==> src/tpf_pkg.sv <==
// Package for the timer/PWM interrupt flag block
package tpf_pkg;
    // Register offsets (word index on the plain register port)
    localparam logic [3:0] OFS_STATUS_CONTROL = 4'h0;
    localparam logic [3:0] OFS_MODULO = 4'h1;
    localparam logic [3:0] OFS_COUNT = 4'h2;
    localparam logic [3:0] OFS_FLAGS = 4'h3;
    localparam logic [3:0] OFS_CH_CTRL = 4'h4;
    localparam logic [3:0] OFS_CH_VALUE = 4'h8;
    localparam logic [3:0] OFS_IRQ_STATUS = 4'hC;
    localparam logic [3:0] OFS_IRQ_CLEAR = 4'hD;
    localparam logic [3:0] OFS_IRQ_ENABLE = 4'hE;
    // Field positions in the status/control register
    localparam int SC_RUN_BIT = 0;
    localparam int SC_CENTER_BIT = 1;
    localparam int SC_OVF_IE_BIT = 2;
    localparam int SC_OVF_FLAG_BIT = 7;
    // Field positions in a channel control register
    localparam int CC_ELS_LO_BIT = 0;
    localparam int CC_ELS_HI_BIT = 1;
    localparam int CC_MODE_BIT = 2;
    localparam int CC_IE_BIT = 3;
    localparam int CC_FLAG_BIT = 7;
    // Reset values and the free-running terminal count
    localparam logic [15:0] COUNT_RESET = 16'h0000;
    localparam logic [15:0] MODULO_RESET = 16'h0000;
    localparam logic [15:0] COUNT_TOP = 16'hFFFF;
    localparam logic [7:0] CTRL_RESET = 8'h00;

    // One register port access
    typedef struct packed {
        logic wr;
        logic rd;
        logic [3:0] addr;
        logic [15:0] wdata;
    } tpf_bus_s;

    // Events detected in one cycle
    typedef struct packed {
        logic ovf;
        logic [3:0] ch;
    } tpf_evt_s;

    // Counter direction
    typedef enum logic {TPF_UP, TPF_DOWN} tpf_dir_e;
endpackage

==> src/tpf_timer_flags.sv <==
// Timer/PWM counter with overflow and channel event flags and interrupt request
// Operation
// - Overflow flag sets when counter leaves terminal count for next value.
// - Channel flag sets on every capture or compare event of that channel.
// - Interrupt request is an active-high output; vectors lie elsewhere.
// - Enabled flag raises level request while set; disabled flag only polls.
// - Flag clears only after read while set then write of zero.
// - New event between read and zero write restarts clearing; flag stays.
// - Up mode: overflow flag sets on wrap modulo to zero (free-run FFFF).
// - Center mode: overflow flag sets at turn from up to down at modulo.
// - Capture edge select picks none, rising, falling or both edges.
// - Output compare sets flag whenever the running counter equals 16-bit channel value.
// - Edge PWM sets flag at counter match ending active duty.
// - Center PWM sets flag on match counting up and counting down.
// - Center select makes counter run up to modulo then down to zero.
// - Reset clears status/control: counter stopped, overflow enable zero.
//
// Our own choices: strobed register access and the register addresses.
module tpf_timer_flags
    import tpf_pkg::*;
#(
    parameter int NUM_CH = 4
) (
    // Clock and reset
    input wire logic mclk,
    input wire logic rst,
    // Register port
    input wire logic [3:0] reg_addr,
    input wire logic [15:0] reg_wdata,
    input wire logic reg_wr,
    input wire logic reg_rd,
    output logic [15:0] reg_rdata,
    // Capture pins, asynchronous
    input wire logic [NUM_CH-1:0] capture_pin,
    // Interrupt request to the chip interrupt module
    output logic irq
);

    // Register map, one 16-bit word per index:
    //   0 status/control: run, center select, overflow enable, overflow flag
    //   1 modulo; zero lets the counter run free up to FFFF
    //   2 counter; any write restarts it from zero counting up
    //   4 to 7 channel control: edge selects, compare mode, enable, event flag
    //   8 to B channel compare value
    //   3 and C to F read as zero and ignore writes
    // Channel values are plain storage: a capture sets the flag but does not latch the count.

    // Channel events are packed into a fixed structure sized for four channels
    if (NUM_CH != 4) begin : g_num_ch_check
        $error("tpf_timer_flags supports exactly four channels");
    end

    // Bundle the port so every decode below reads one carrier
    tpf_bus_s bus;
    assign bus = '{wr: reg_wr, rd: reg_rd, addr: reg_addr, wdata: reg_wdata};

    // Address decode shared by read and write paths
    function automatic logic is_ch(input logic [3:0] a, input logic [3:0] base,
                                   input int n);
        is_ch = (a == base + 4'(n));
    endfunction

    // Control state
    logic run_q;
    logic center_aligned_select_q;
    logic overflow_irq_enable_q;
    logic [15:0] modulo_q;
    // Counter and its direction
    logic [15:0] count_q;
    tpf_dir_e dir_q;
    // Channel configuration
    logic [NUM_CH-1:0] edge_level_select_lo_q;
    logic [NUM_CH-1:0] edge_level_select_hi_q;
    logic [NUM_CH-1:0] compare_mode_q;
    logic [NUM_CH-1:0] channel_irq_enable_q;
    logic [15:0] ch_value_q [NUM_CH];
    // Flags and the arms of their two-step clear
    logic overflow_flag_q;
    logic [NUM_CH-1:0] channel_event_flag_q;
    logic ovf_armed_q;
    logic [NUM_CH-1:0] ch_armed_q;
    // Capture synchroniser and edge detector
    logic [NUM_CH-1:0] cap_meta_q;
    logic [NUM_CH-1:0] cap_sync_q;
    logic [NUM_CH-1:0] cap_prev_q;
    tpf_evt_s evt;

    // Terminal count: modulo zero means free-running to FFFF
    // Center mode with modulo zero would only turn at FFFF; software must avoid it
    logic [15:0] top;
    assign top = (modulo_q == MODULO_RESET) ? COUNT_TOP : modulo_q;

    // Status/control register: reset stops the counter and clears the overflow enable
    always_ff @(posedge mclk or posedge rst) begin
        if (rst) begin
            run_q <= 1'b0;
            center_aligned_select_q <= 1'b0;
            overflow_irq_enable_q <= 1'b0;
        end else if (bus.wr && bus.addr == OFS_STATUS_CONTROL) begin
            // The overflow flag bit of this word belongs to the flag process
            run_q <= bus.wdata[SC_RUN_BIT];
            center_aligned_select_q <= bus.wdata[SC_CENTER_BIT];
            overflow_irq_enable_q <= bus.wdata[SC_OVF_IE_BIT];
        end
    end

    // Modulo register
    always_ff @(posedge mclk or posedge rst) begin
        if (rst) begin
            modulo_q <= MODULO_RESET;
        end else if (bus.wr && bus.addr == OFS_MODULO) begin
            modulo_q <= bus.wdata;
        end
    end

    // Counter: up only, or up to modulo then down to zero in center mode
    always_ff @(posedge mclk or posedge rst) begin
        if (rst) begin
            count_q <= COUNT_RESET;
            dir_q <= TPF_UP;
        end else if (bus.wr && bus.addr == OFS_COUNT) begin
            count_q <= COUNT_RESET; // Any write restarts the count
            dir_q <= TPF_UP;
        end else if (run_q) begin
            if (!center_aligned_select_q) begin
                // Up-only mode wraps from top straight to zero
                dir_q <= TPF_UP;
                count_q <= (count_q == top) ? COUNT_RESET : count_q + 16'h0001;
            end else if (dir_q == TPF_UP) begin
                // At or above top, so a modulo lowered below the count still turns
                if (count_q >= top) begin
                    dir_q <= TPF_DOWN;
                    count_q <= count_q - 16'h0001;
                end else begin
                    count_q <= count_q + 16'h0001;
                end
            end else begin
                if (count_q == COUNT_RESET) begin
                    dir_q <= TPF_UP;
                    count_q <= count_q + 16'h0001;
                end else begin
                    count_q <= count_q - 16'h0001;
                end
            end
        end
    end

    // Channel control and value registers; reset leaves all channels as capture, disabled
    always_ff @(posedge mclk or posedge rst) begin
        if (rst) begin
            edge_level_select_lo_q <= '0;
            edge_level_select_hi_q <= '0;
            compare_mode_q <= '0;
            channel_irq_enable_q <= '0;
            for (int i = 0; i < NUM_CH; i++) begin
                ch_value_q[i] <= COUNT_RESET;
            end
        end else if (bus.wr) begin
            for (int i = 0; i < NUM_CH; i++) begin
                if (is_ch(bus.addr, OFS_CH_CTRL, i)) begin
                    // The flag bit of this word belongs to the flag process
                    edge_level_select_lo_q[i] <= bus.wdata[CC_ELS_LO_BIT];
                    edge_level_select_hi_q[i] <= bus.wdata[CC_ELS_HI_BIT];
                    compare_mode_q[i] <= bus.wdata[CC_MODE_BIT];
                    channel_irq_enable_q[i] <= bus.wdata[CC_IE_BIT];
                end
                if (is_ch(bus.addr, OFS_CH_VALUE, i)) begin
                    ch_value_q[i] <= bus.wdata;
                end
            end
        end
    end

    // Capture pins pass two flip-flops before the edge detector
    always_ff @(posedge mclk or posedge rst) begin
        if (rst) begin
            // Idle level of the pins is low, so no false edge follows reset
            cap_meta_q <= '0;
            cap_sync_q <= '0;
            cap_prev_q <= '0;
        end else begin
            // Only the second stage reads the first, so no logic sees a settling value
            cap_meta_q <= capture_pin;
            cap_sync_q <= cap_meta_q;
            cap_prev_q <= cap_sync_q;
        end
    end

    // Event detection for the overflow and every channel
    always_comb begin
        logic rise;
        logic fall;
        logic match;
        rise = 1'b0;
        fall = 1'b0;
        match = 1'b0;
        evt = '0;
        if (run_q) begin
            if (!center_aligned_select_q) begin
                evt.ovf = (count_q == top);
            end else begin
                // Center mode: the event is the turn from counting up to down
                evt.ovf = (dir_q == TPF_UP) && (count_q >= top);
            end
        end
        for (int i = 0; i < NUM_CH; i++) begin
            // Edges compare the synchronised level with its one-cycle-old copy
            rise = cap_sync_q[i] && !cap_prev_q[i];
            fall = !cap_sync_q[i] && cap_prev_q[i];
            // Counter value is judged on the cycle it advances, so a stopped timer never matches
            match = run_q && (count_q == ch_value_q[i]);
            if (center_aligned_select_q || compare_mode_q[i]) begin
                evt.ch[i] = match;
            end else begin
                evt.ch[i] = (edge_level_select_lo_q[i] && rise)
                    || (edge_level_select_hi_q[i] && fall);
            end
        end
    end

    // Overflow flag with read-then-write-zero clear; the arm is dropped by a new event
    always_ff @(posedge mclk or posedge rst) begin
        if (rst) begin
            overflow_flag_q <= 1'b0;
            ovf_armed_q <= 1'b0;
        end else begin
            // Set wins over a clearing write in the same cycle, so no event is lost
            if (evt.ovf) begin
                overflow_flag_q <= 1'b1;
                ovf_armed_q <= 1'b0;
            end else if (bus.wr && bus.addr == OFS_STATUS_CONTROL
                         && !bus.wdata[SC_OVF_FLAG_BIT] && ovf_armed_q) begin
                overflow_flag_q <= 1'b0;
                ovf_armed_q <= 1'b0;
            // A read of a clear flag does not arm, so a blind zero write is harmless
            end else if (bus.rd && bus.addr == OFS_STATUS_CONTROL && overflow_flag_q) begin
                ovf_armed_q <= 1'b1;
            end
        end
    end

    // Channel flags use the same two-step clear through their control registers
    always_ff @(posedge mclk or posedge rst) begin
        if (rst) begin
            channel_event_flag_q <= '0;
            ch_armed_q <= '0;
        end else begin
            for (int i = 0; i < NUM_CH; i++) begin
                // Same priority as the overflow flag: event, clearing write, arming read
                if (evt.ch[i]) begin
                    channel_event_flag_q[i] <= 1'b1;
                    ch_armed_q[i] <= 1'b0;
                end else if (bus.wr && is_ch(bus.addr, OFS_CH_CTRL, i)
                             && !bus.wdata[CC_FLAG_BIT] && ch_armed_q[i]) begin
                    channel_event_flag_q[i] <= 1'b0;
                    ch_armed_q[i] <= 1'b0;
                end else if (bus.rd && is_ch(bus.addr, OFS_CH_CTRL, i)
                             && channel_event_flag_q[i]) begin
                    ch_armed_q[i] <= 1'b1;
                end
            end
        end
    end

    // Level request while any enabled flag is set
    // Decoded straight from flops, so it follows a flag or enable with no delay
    assign irq = (overflow_flag_q && overflow_irq_enable_q)
        || |(channel_event_flag_q & channel_irq_enable_q);

    // Read data registered, valid the cycle after the read strobe
    // It then holds until the next read strobe
    always_ff @(posedge mclk or posedge rst) begin
        if (rst) begin
            reg_rdata <= 16'h0000;
        end else if (bus.rd) begin
            reg_rdata <= 16'h0000;
            case (bus.addr)
                OFS_STATUS_CONTROL: begin
                    reg_rdata[SC_RUN_BIT] <= run_q;
                    reg_rdata[SC_CENTER_BIT] <= center_aligned_select_q;
                    reg_rdata[SC_OVF_IE_BIT] <= overflow_irq_enable_q;
                    reg_rdata[SC_OVF_FLAG_BIT] <= overflow_flag_q;
                end
                OFS_MODULO: reg_rdata <= modulo_q;
                OFS_COUNT: reg_rdata <= count_q;
                // Channel words and unmapped indices; unmapped ones return zero
                default: begin
                    for (int i = 0; i < NUM_CH; i++) begin
                        if (is_ch(bus.addr, OFS_CH_CTRL, i)) begin
                            reg_rdata[CC_ELS_LO_BIT] <= edge_level_select_lo_q[i];
                            reg_rdata[CC_ELS_HI_BIT] <= edge_level_select_hi_q[i];
                            reg_rdata[CC_MODE_BIT] <= compare_mode_q[i];
                            reg_rdata[CC_IE_BIT] <= channel_irq_enable_q[i];
                            reg_rdata[CC_FLAG_BIT] <= channel_event_flag_q[i];
                        end
                        if (is_ch(bus.addr, OFS_CH_VALUE, i)) begin
                            reg_rdata <= ch_value_q[i];
                        end
                    end
                end
            endcase
        end
    end

endmodule

==> config.mk <==
export PLATFORM = sky130hd
export DESIGN_NAME = tpf_timer_flags
export DESIGN_NICKNAME = d
export VERILOG_FILES = /design/src/tpf_pkg.sv /design/src/tpf_timer_flags.sv
export SDC_FILE = /design/constraint.sdc
export NUM_CORES = 1
export LEC_CHECK = 0
export ABC_AREA = 1
export BUFFER_PORTS_ARGS = -buffer_cell sky130_fd_sc_hd__buf_4
export CAP_MARGIN = 20
export CORE_MARGIN = 3
export CORE_UTILIZATION = 32
export CTS_CLUSTER_SIZE = 24
export DETAILED_ROUTE_END_ITERATION = 16
export MAX_ROUTING_LAYER = met4
export SLEW_MARGIN = 40
export SYNTH_ARGS = -nofsm -noshare
export SYNTH_HDL_FRONTEND = slang
export SYNTH_SLANG_ARGS = --single-unit
==> constraint.sdc <==
create_clock -name mclk -period 5.3 [get_ports mclk]
set_clock_uncertainty 0.1 [all_clocks]
set_input_delay 0.265 -clock mclk [delete_from_list [all_inputs] [get_ports mclk]]
set_output_delay 0.265 -clock mclk [all_outputs]
set_load 0.01 [all_outputs]
Yosys cells after proc, flatten, opt, wreduce, memory -nomap -nowiden. Index checks and enable logic that the tools add are counted.

Register bits after elaboration: 154. Bits of input ports: 28.

$add $sub $neg: 2. $lt $le $gt $ge: 1. Equality and inequality tests: 15. Multiplexer cells: 63. Bitwise logic cells: 2. Reductions and logical operators: 91.

Operators with widths (count): 2-to-1 mux 16 bit (14); == test 16 bit (5); logical AND 1 bit (49); 2-to-1 mux 1 bit (41); zero test 16 bit (2); one-hot mux 8 bit (3 select lines) (1); adder 16 x 1 -> 16 bit, second input constant (1); == test 4 x 3 -> 1 bit, second input constant (4); == test 4 bit, second input constant (4); >= comparator 16 bit (1); 2-to-1 mux 4 bit (4); AND reduction 2 bit (8); subtractor 16 x 1 -> 16 bit, second input constant (1); nonzero test 3 bit (5); one-hot mux 4 bit (3 select lines) (1); nonzero test 2 bit (6); zero test 1 bit (9); logical OR 1 bit (9); one-hot mux 3 bit (3 select lines) (1); bitwise AND 4 bit (1); == test 4 x 1 -> 1 bit, second input constant (1); == test 4 x 2 -> 1 bit, second input constant (1); zero test 4 bit (1); OR reduction 4 bit (1); other kinds (3) (3).

Longest topological paths before layout. Gate-level depths: netlist of the first run.

Depth after elaboration: 12. Depth in mapped cells: 22. Mapped depth without buffers: 20.

Least setup slack after synthesis of the first run. Ideal clock, no wire load.

Path kind: reg-to-reg. Start point: reg modulo_q[1]. End point: reg count_q[5]. Library setup time: 117 ps. Data arrival time: 2550 ps. Required time: 5083 ps. Slack: 2534 ps. Stages on the path, launching flop included: 21. Path buffers: 2. Clock period less this slack: 2766 ps. Cell sequence: dfrtp_1 inv_1 nand2_1 nor4_1 nand2_1 inv_1 buf_1 nor2_1 ha_1 nand2_1 nor2_1 nand3_2 nor2_4 nor2_1 nand3_2 nand3_2 buf_6 nand2_1 nand2_1 nand2_1 nand2_1.

Longest elaborated chain between the ends: 8.

RTL lines: start: declaration (line tpf_timer_flags.sv:67) `logic [15:0] modulo_q;`; start signal: assignment (line tpf_timer_flags.sv:112) `modulo_q <= bus.wdata;`; zero test 16 bit (line tpf_timer_flags.sv:91) `assign top = (modulo_q == MODULO_RESET) ? COUNT_TOP : modulo_q;`; 2-to-1 mux 16 bit (*) (line tpf_timer_flags.sv:91); >= comparator 16 bit (line tpf_timer_flags.sv:131) `if (count_q >= top) begin`; 2-to-1 mux 16 bit (line tpf_timer_flags.sv:131); 2-to-1 mux 16 bit (line tpf_timer_flags.sv:129) `end else if (dir_q == TPF_UP) begin`; 2-to-1 mux 16 bit (*) (line tpf_timer_flags.sv:125) `if (!center_aligned_select_q) begin`; 2-to-1 mux 16 bit (*) (line tpf_timer_flags.sv:124) `end else if (run_q) begin`; 2-to-1 mux 16 bit (*) (line tpf_timer_flags.sv:121) `end else if (bus.wr && bus.addr == OFS_COUNT) begin`; end signal: assignment (line tpf_timer_flags.sv:128) `count_q <= (count_q == top) ? COUNT_RESET : count_q + 16'h0001;`; end signal: assignment (line tpf_timer_flags.sv:133) `count_q <= count_q - 16'h0001;`; end signal: assignment (line tpf_timer_flags.sv:135) `count_q <= count_q + 16'h0001;`; end: declaration (line tpf_timer_flags.sv:69) `logic [15:0] count_q;`.

Every way passes the cells marked *; elsewhere a longest branch is shown, timed or not. The select of a mux whose other input is x is not followed. A chain may end at the register's enable or synchronous reset.

Worst setup path after layout of the first run.
Start point: reg modulo_q[13]. End point: reg count_q[15].

The elaborated chain is that of the path after synthesis.

==> results.sh, run 1 <==
export IMPL_status="finished, final reports clean"
export IMPL_yosysWarnings=0
export IMPL_crit_chain="inv_1 > nand4_1 > nor4_1 > nand2_1 > inv_1 > nor2_1 > ha_1 > nand2_1 > nor2_1 > nand3_2 > nor2_4 > nor2_1 > nand3_2 > nand3_2 > nand2_1 > nand2_1 > nand2_1 > nand2_1"
export IMPL_post_place_ws_ns=1.97
export IMPL_async_reset_ff_share_pct=100
export IMPL_rows=60
export IMPL_vias=8229
export IMPL_min_path_cells=3
export IMPL_max_cap_violations=0
export IMPL_ys_seq_elements=154
export IMPL_fill_cells=2905
export IMPL_synth_cell_types=42
export IMPL_die_width_um=174
export IMPL_criticalPathCategory="flop to flop"
export IMPL_slowest_stage="dfrtp_1"
export IMPL_maxSlewViolCount=0
export IMPL_r2r_setup_slack_ns=1.90
export IMPL_via_per_inst=5.09
export IMPL_cts_tree="yes"
export IMPL_fin_crit_sh_pct=64.1
export IMPL_crit_top_cell="nand2_1"
export IMPL_n_antenna_cell=0
export IMPL_die_height_um=174
export IMPL_cts_buffer_depth=2
export IMPL_finalSetupTns_ns=0
export IMPL_leakagePower_nw=5.04
export IMPL_port_buffers=44
export IMPL_antenna_found_initial=0
export IMPL_htreeDepth=4
export IMPL_switchingPower_mw=1.83
export IMPL_grt_pass1_vias=7984
export IMPL_start_kind="flop"
export IMPL_insertion_delay_ns=0.44
export IMPL_dp_cells=1576
export IMPL_ys_seq_area_share_pct=42.8
export IMPL_synth_nets=1253
export IMPL_hold_path_class="primary input to flop"
export IMPL_netlist_instances=1206
export IMPL_endpoint_kind="flop"
export IMPL_grt_max_degree=106
export IMPL_routed_wl_um=27300
export IMPL_fin_hold_ws_ns=0.0314
export IMPL_drive_gt1_share_pct=10.0
export IMPL_p_per_area_nw_per_um2=429
export IMPL_synth_edf_count=0
export IMPL_hpwl_um=19900
export IMPL_hp_start="reg_wdata[6]"
export IMPL_timing_fmax_ghz=0.294
export IMPL_crit_required_ns=5.53
export IMPL_drt_iter0_drc=900
export IMPL_netlist_area_um2=9000
export IMPL_drt_antenna_violating_nets=0
export IMPL_pwr_share_seq_pct=40.2
export IMPL_postCtsSetupBuffers=0
export IMPL_cpPeakStageDelay_ns=0.41
export IMPL_syn_avg_cell_area_um2=7.46
export IMPL_swShare_pct=41.5
export IMPL_synth_top_area_cell="dfrtp_1"
export IMPL_num_nets_final=1279
export IMPL_setup_viol=0
export IMPL_finalHoldViolCount=0
export IMPL_cts_num_sinks=154
export IMPL_clk_pin_slew_ns=0.07
export IMPL_reg2reg_from="modulo_q[13]"
export IMPL_crit_fanout=17
export IMPL_r2r_end="count_q[15]"
export IMPL_synth_top_cell_area_share_pct=42.8
export IMPL_core_area_um2=27300
export IMPL_period_minus_slack_ns=3.40
export IMPL_maxSlewHeadroom_pct=46.1
export IMPL_layoutNonFillerInstCount=1617
export IMPL_gp_congestion=0.911
export IMPL_critPathArrivalTime_ns=3.63
export IMPL_first_pass_iters=5
export IMPL_route_detailed_drc=0
export IMPL_p_int_mw=2.57
export IMPL_die_area_um2=30200
export IMPL_worstRegToRegCells=18
export IMPL_grt_overflow=0
export IMPL_wl_per_cell_um=16.9
export IMPL_start_util_pct=32.9
export IMPL_irDropWorstVdd_uv=245
export IMPL_synth_ff_type="dfrtp_1"
export IMPL_io_pin_count=45
export IMPL_grt_total_usage_pct=19.0
export IMPL_syn_to_final_growth_pct=14.0
export IMPL_setup_slack_ns=1.90
export IMPL_p_clk_share_pct=27.7
export IMPL_combPwrFrac_pct=32.1
export IMPL_rsz0062_at_grt="no"
export IMPL_worstMarginPinSlew_ns=0.809
export IMPL_cts_root_buf="clkbuf_16"
export IMPL_grt_pass1_wl_um=44400
export IMPL_numCtsBuffers=17
export IMPL_ys_top_cells_by_area="dfrtp_1 (43%), nand2_1 (15%), o21ai_0 (7.2%), inv_1 (5.3%), xor2_1 (3.5%)"
export IMPL_min_to="ch_value_q[22]"
## synthesized netlist by cell type, types with 2 or more instances
library cell    n
buf_1           2
clkinv_1        3
o22ai_1        29
o211ai_1        2
a221oi_1        2
nand3b_1        6
nor2_2          9
o21ai_0       129
buf_4           7
inv_1         128
nand4_1        27
buf_2          13
buf_6           4
a21oi_1        32
xnor2_1        11
clkbuf_1       21
nor2_4          4
nand3_1        44
ha_1           19
nand2_2         6
a211oi_1        2
o21ai_1        11
o21bai_1        2
inv_2           7
or2_2           2
o221ai_1        2
nand3_2         6
nand2_1       370
o2111ai_1       9
nor2_1         83
nor3_1         12
dfrtp_1       154
xor2_1         36
nor4_1          4
## metal layers
| metal | vias to the layer above | part of all wire, % | GRT usage [%] |
|---|---|---|---|
| met1 | 3946 | 47 | 26.7 |
| met2 | 257 | 45 | 28.3 |
| met5 | - | 0 | - |
| li1 | 3979 | - | - |
| met3 | 47 | 5.2 | 2.39 |
| met4 | 0 | 2.7 | 6.94 |
## worst max-delay path: cells and delay by family, from the launching register on
family | cells | cell delay, ns
and+or+nand+nor | 15 | 1.96
adders and majority gates | 1 | 0.34
buffers and inverters | 2 | 0.49
DFF | 1 | 0.41
## through the flow
stage	area [µm²]	util (%)	total power, mW
2_1_floorplan	9000	-	2.77
3_3_place_gp	9560	35.0	3.13
3_5_place_dp	9570	35.0	3.16
4_1_cts	10200	37.4	4.39
5_1_grt	10300	37.5	4.70
6_report	10300	37.5	4.40
## cells by family (layout without fill, tap and decap cells)
| logic type | count (synthesis) | count (layout) | synth area share (%) |
|---|---|---|---|
| AND/OR/NAND/NOR | 577 | 577 | 27.7 |
| XOR/XNOR | 47 | 47 | 4.58 |
| flip-flops | 154 | 154 | 42.8 |
| buffers and inverters | 186 | 225 | 8.62 |
| AO/OA/AOI/OAI | 223 | 223 | 13.6 |
| adder cells (fa/ha/maj) | 19 | 19 | 2.64 |
## how the worst max path moves through the flow
stage | from | slack [ns] | endpoint | cells after the start
6_report | modulo_q[13] | 1.90 | count_q[15] | 18
5_1_grt | modulo_q[13] | 1.62 | count_q[5] | 18
3_3_place_gp | modulo_q[3] | 2.05 | count_q[10] | 18
3_5_place_dp | modulo_q[13] | 1.97 | count_q[13] | 18
4_1_cts | modulo_q[13] | 1.94 | count_q[13] | 18
2_1_floorplan | rst | 0.79 | cap_meta_q[0] | 1
## state kept, by name, indices dropped and copies added, names as in the netlist, 4 cells and up
register	cells
reg_rdata	16
channel_irq_enable_q	4
ch_value_q	64
cap_prev_q	4
modulo_q	16
cap_meta_q	4
ch_armed_q	4
channel_event_flag_q	4
count_q	16
cap_sync_q	4
edge_level_select_hi_q	4
compare_mode_q	4
edge_level_select_lo_q	4
## power groups by stage
stage / registers (mW) / clock network (mW) / logic (mW)
floorplan: 1.59 / 0 / 1.18
global route: 1.81 / 1.29 / 1.61
CTS: 1.76 / 1.23 / 1.40
finish: 1.77 / 1.22 / 1.41
detailed placement: 1.78 / 0 / 1.39
global placement: 1.77 / 0 / 1.36
## area by class of cell
| class | instances | area, µm² | area share [%] |
|---|---|---|---|
| multi-input cells | 866 | 4380 | 42.7 |
| well taps | 372 | 465 | 4.54 |
| inverters | 139 | 534 | 5.21 |
| clock buffers | 17 | 425 | 4.15 |
| flip-flops and latches | 154 | 3850 | 37.6 |
| repair buffers | 54 | 445 | 4.34 |
| clock inverters | 15 | 153 | 1.49 |
## repair_timing
item,4_1_cts,5_1_grt
resized for setup,0,0
hold buffers,8,0
endpoints found under the hold margin,113,0
## placed cells by master, fill, tap and decap left out, types with 2 or more instances in the layout
cell type      Yosys  layout
clkinv_1           3       3
nor2_4             4       4
xnor2_1           11      11
dfrtp_1          154     154
nand3_1           44      44
inv_1            128     126
o21ai_0          129     129
nand4_1           27      27
nor2_2             9       9
inv_8              0       5
a211oi_1           2       2
clkbuf_16          0      17
nand3_2            6       6
o2111ai_1          9       9
o221ai_1           2       2
nor4_1             4       4
ha_1              19      19
inv_2              7       8
nor3_1            12      12
buf_4              7      45
o21bai_1           2       2
a221oi_1           2       2
o22ai_1           29      29
o21ai_1           11      11
nor2_1            83      83
nand3b_1           6       6
or2_2              2       2
a21oi_1           32      32
dlygate4sd3_1      0       8
clkinv_4           1       4
inv_6              0       5
xor2_1            36      36
nand2_1          370     365
clkinv_8           0       2
nand2_2            6      11
o211ai_1           2       2
(Power assumes the default switching activity.)
==> run 2: changes to the inputs <==
==> constraint.sdc (replaced) <==
create_clock -name mclk -period 3.21 [get_ports mclk]
set_clock_uncertainty 0.1 [all_clocks]
set_input_delay 0.1605 -clock mclk [delete_from_list [all_inputs] [get_ports mclk]]
set_output_delay 0.1605 -clock mclk [all_outputs]
set_load 0.01 [all_outputs]
==> results.sh, run 2 (synthesized netlist as in run 1, its figures left out) <==
export IMPL_status="complete, but fails checks"
export IMPL_violations="hold timing"
export IMPL_grt_max_degree=49
export IMPL_cts_tree="yes"
export IMPL_min_path_cells=3
export IMPL_grt_total_usage_pct=19.2
export IMPL_wl_per_cell_um=16.9
export IMPL_finalHoldViolCount=1
export IMPL_period_minus_slack_ns=2.88
export IMPL_finalSetupTns_ns=0
export IMPL_num_nets_final=1312
export IMPL_crit_required_ns=3.48
export IMPL_max_cap_violations=0
export IMPL_antenna_found_initial=0
export IMPL_endpoint_kind="flop"
export IMPL_largest_reg_flops=64
export IMPL_fin_hold_ws_ns=-0.000173
export IMPL_r2r_setup_slack_ns=0.33
export IMPL_io_pin_count=45
export IMPL_cts_buffer_depth=2
export IMPL_hpwl_um=20700
export IMPL_grt_pass1_vias=7993
export IMPL_maxSlewHeadroom_pct=49.7
export IMPL_crit_fanout=13
export IMPL_mostFrequentLayoutCells="nand2_1 (369), dfrtp_1 (154), o21ai_0 (129)"
export IMPL_hp_start="reg_wdata[14]"
export IMPL_die_height_um=174
export IMPL_hold_path_class="primary input to flop"
export IMPL_port_buffers=44
export IMPL_first_pass_iters=5
export IMPL_min_to="ch_value_q[46]"
export IMPL_start_util_pct=32.9
export IMPL_irDropWorstVdd_uv=404
export IMPL_clk_pin_slew_ns=0.07
export IMPL_drt_antenna_violating_nets=0
export IMPL_grt_pass1_wl_um=44700
export IMPL_maxSlewViolCount=0
export IMPL_worstMarginPinSlew_ns=0.753
export IMPL_route_detailed_drc=0
export IMPL_regMostFlops="ch_value_q"
export IMPL_cts_num_sinks=154
export IMPL_p_per_area_nw_per_um2=717
export IMPL_drt_iter0_drc=761
export IMPL_r2r_end="count_q[11]"
export IMPL_die_width_um=174
export IMPL_insertion_delay_ns=0.44
export IMPL_start_kind="flop"
export IMPL_vias=8262
export IMPL_rsz0062_at_grt="no"
export IMPL_post_place_ws_ns=0.176
export IMPL_via_per_inst=5.01
export IMPL_numCtsBuffers=17
export IMPL_reg2reg_from="modulo_q[1]"
export IMPL_leakagePower_nw=5.20
export IMPL_rows=60
export IMPL_die_area_um2=30200
export IMPL_fin_crit_sh_pct=89.7
export IMPL_timing_fmax_ghz=0.347
export IMPL_critPathArrivalTime_ns=3.15
export IMPL_layout_cells_most_common="nand2_1"
export IMPL_drive_gt1_share_pct=11.4
export IMPL_htreeDepth=4
export IMPL_setup_slack_ns=0.332
export IMPL_routed_wl_um=27800
export IMPL_cts_root_buf="clkbuf_16"
export IMPL_n_antenna_cell=0
export IMPL_core_area_um2=27300
export IMPL_setup_viol=0
export IMPL_criticalPathCategory="flop to flop"
export IMPL_gp_congestion=0.942
export IMPL_worstRegToRegCells=19
export IMPL_grt_overflow=0
export IMPL_syn_to_final_growth_pct=17.8
[run 2: changes by cell type in the layout (fill, tap and decap cells not counted), sizes merged]
| cell | change |
|---|---|
| buf | +23 |
| bufinv | +3 |
| clkinv | -4 |
| dlygate4sd3 | +10 |
| inv | -2 |
| clkinvlp | +3 |
[run 2: final cells by class]
cell class	count	area, µm²
inverter	139	531
clock inverter	15	201
tap	372	465
fill	2843	16700
timing repair buffer	87	736
clock buffer	17	425
sequential	154	3850
multi-input combinational	866	4380
[run 2: through the flow]
| step | cell area (µm²) | cells | power (mW) | utilization [%] |
|---|---|---|---|---|
| after floorplan | 9000 | 1206 | 4.58 | - |
| after global placement | 9760 | 1599 | 5.29 | 35.7 |
| after detailed placement | 9770 | 1599 | 5.34 | 35.7 |
| after CTS | 10600 | 1649 | 7.55 | 38.7 |
| after global routing | 10600 | 1650 | 8.10 | 38.8 |
| final | 10600 | 1650 | 7.59 | 38.8 |
[run 2: layer usage]
layer | global-route usage (%) | wire (µm) | vias up
met5 | - | 0 | -
li1 | - | - | 4046
met3 | 3.20 | 1820 | 41
met4 | 6.03 | 669 | 0
met1 | 26.5 | 12900 | 3904
met2 | 28.9 | 12500 | 271
[run 2: power by group]
part	total (mW)	switching, mW	internal, mW
combinational	2.64	1.65	0.990
sequential	2.76	0.434	2.33
clock	2.19	0.935	1.26
total	7.59	3.02	4.58
[run 2: what timing repair did]
action | CTS | global route
hold buffers | 18 | 0
endpoints found under the setup margin | 0 | 13
setup buffers | 0 | 1
resized for setup | 0 | 3
endpoints found under the hold margin | 71 | 0
[run 2: worst max path at each step]
stage / cells past startpoint / startpoint / endpoint
2_1_floorplan: 20 / modulo_q[1] / count_q[5]
3_5_place_dp: 19 / modulo_q[12] / count_q[10]
6_report: 19 / modulo_q[1] / count_q[11]
4_1_cts: 19 / modulo_q[14] / count_q[11]
5_1_grt: 21 / modulo_q[14] / count_q[11]
3_3_place_gp: 19 / modulo_q[13] / count_q[12]
[run 2: critical path: stages, from the launching register on]
cell      delay [ns]
dfrtp_1         0.39
inv_1           0.08
nand2_1         0.07
nor4_2          0.20
nand2_1         0.11
inv_2           0.10
buf_12          0.13
nor2_1          0.04
ha_1            0.31
nand2_1         0.08
nor2_1          0.19
nand3_2         0.14
nor2_4          0.13
nor2_1          0.07
nand3_2         0.16
buf_4           0.20
o211ai_1        0.11
nand2_1         0.09
nand2_1         0.05
nand2_1         0.06
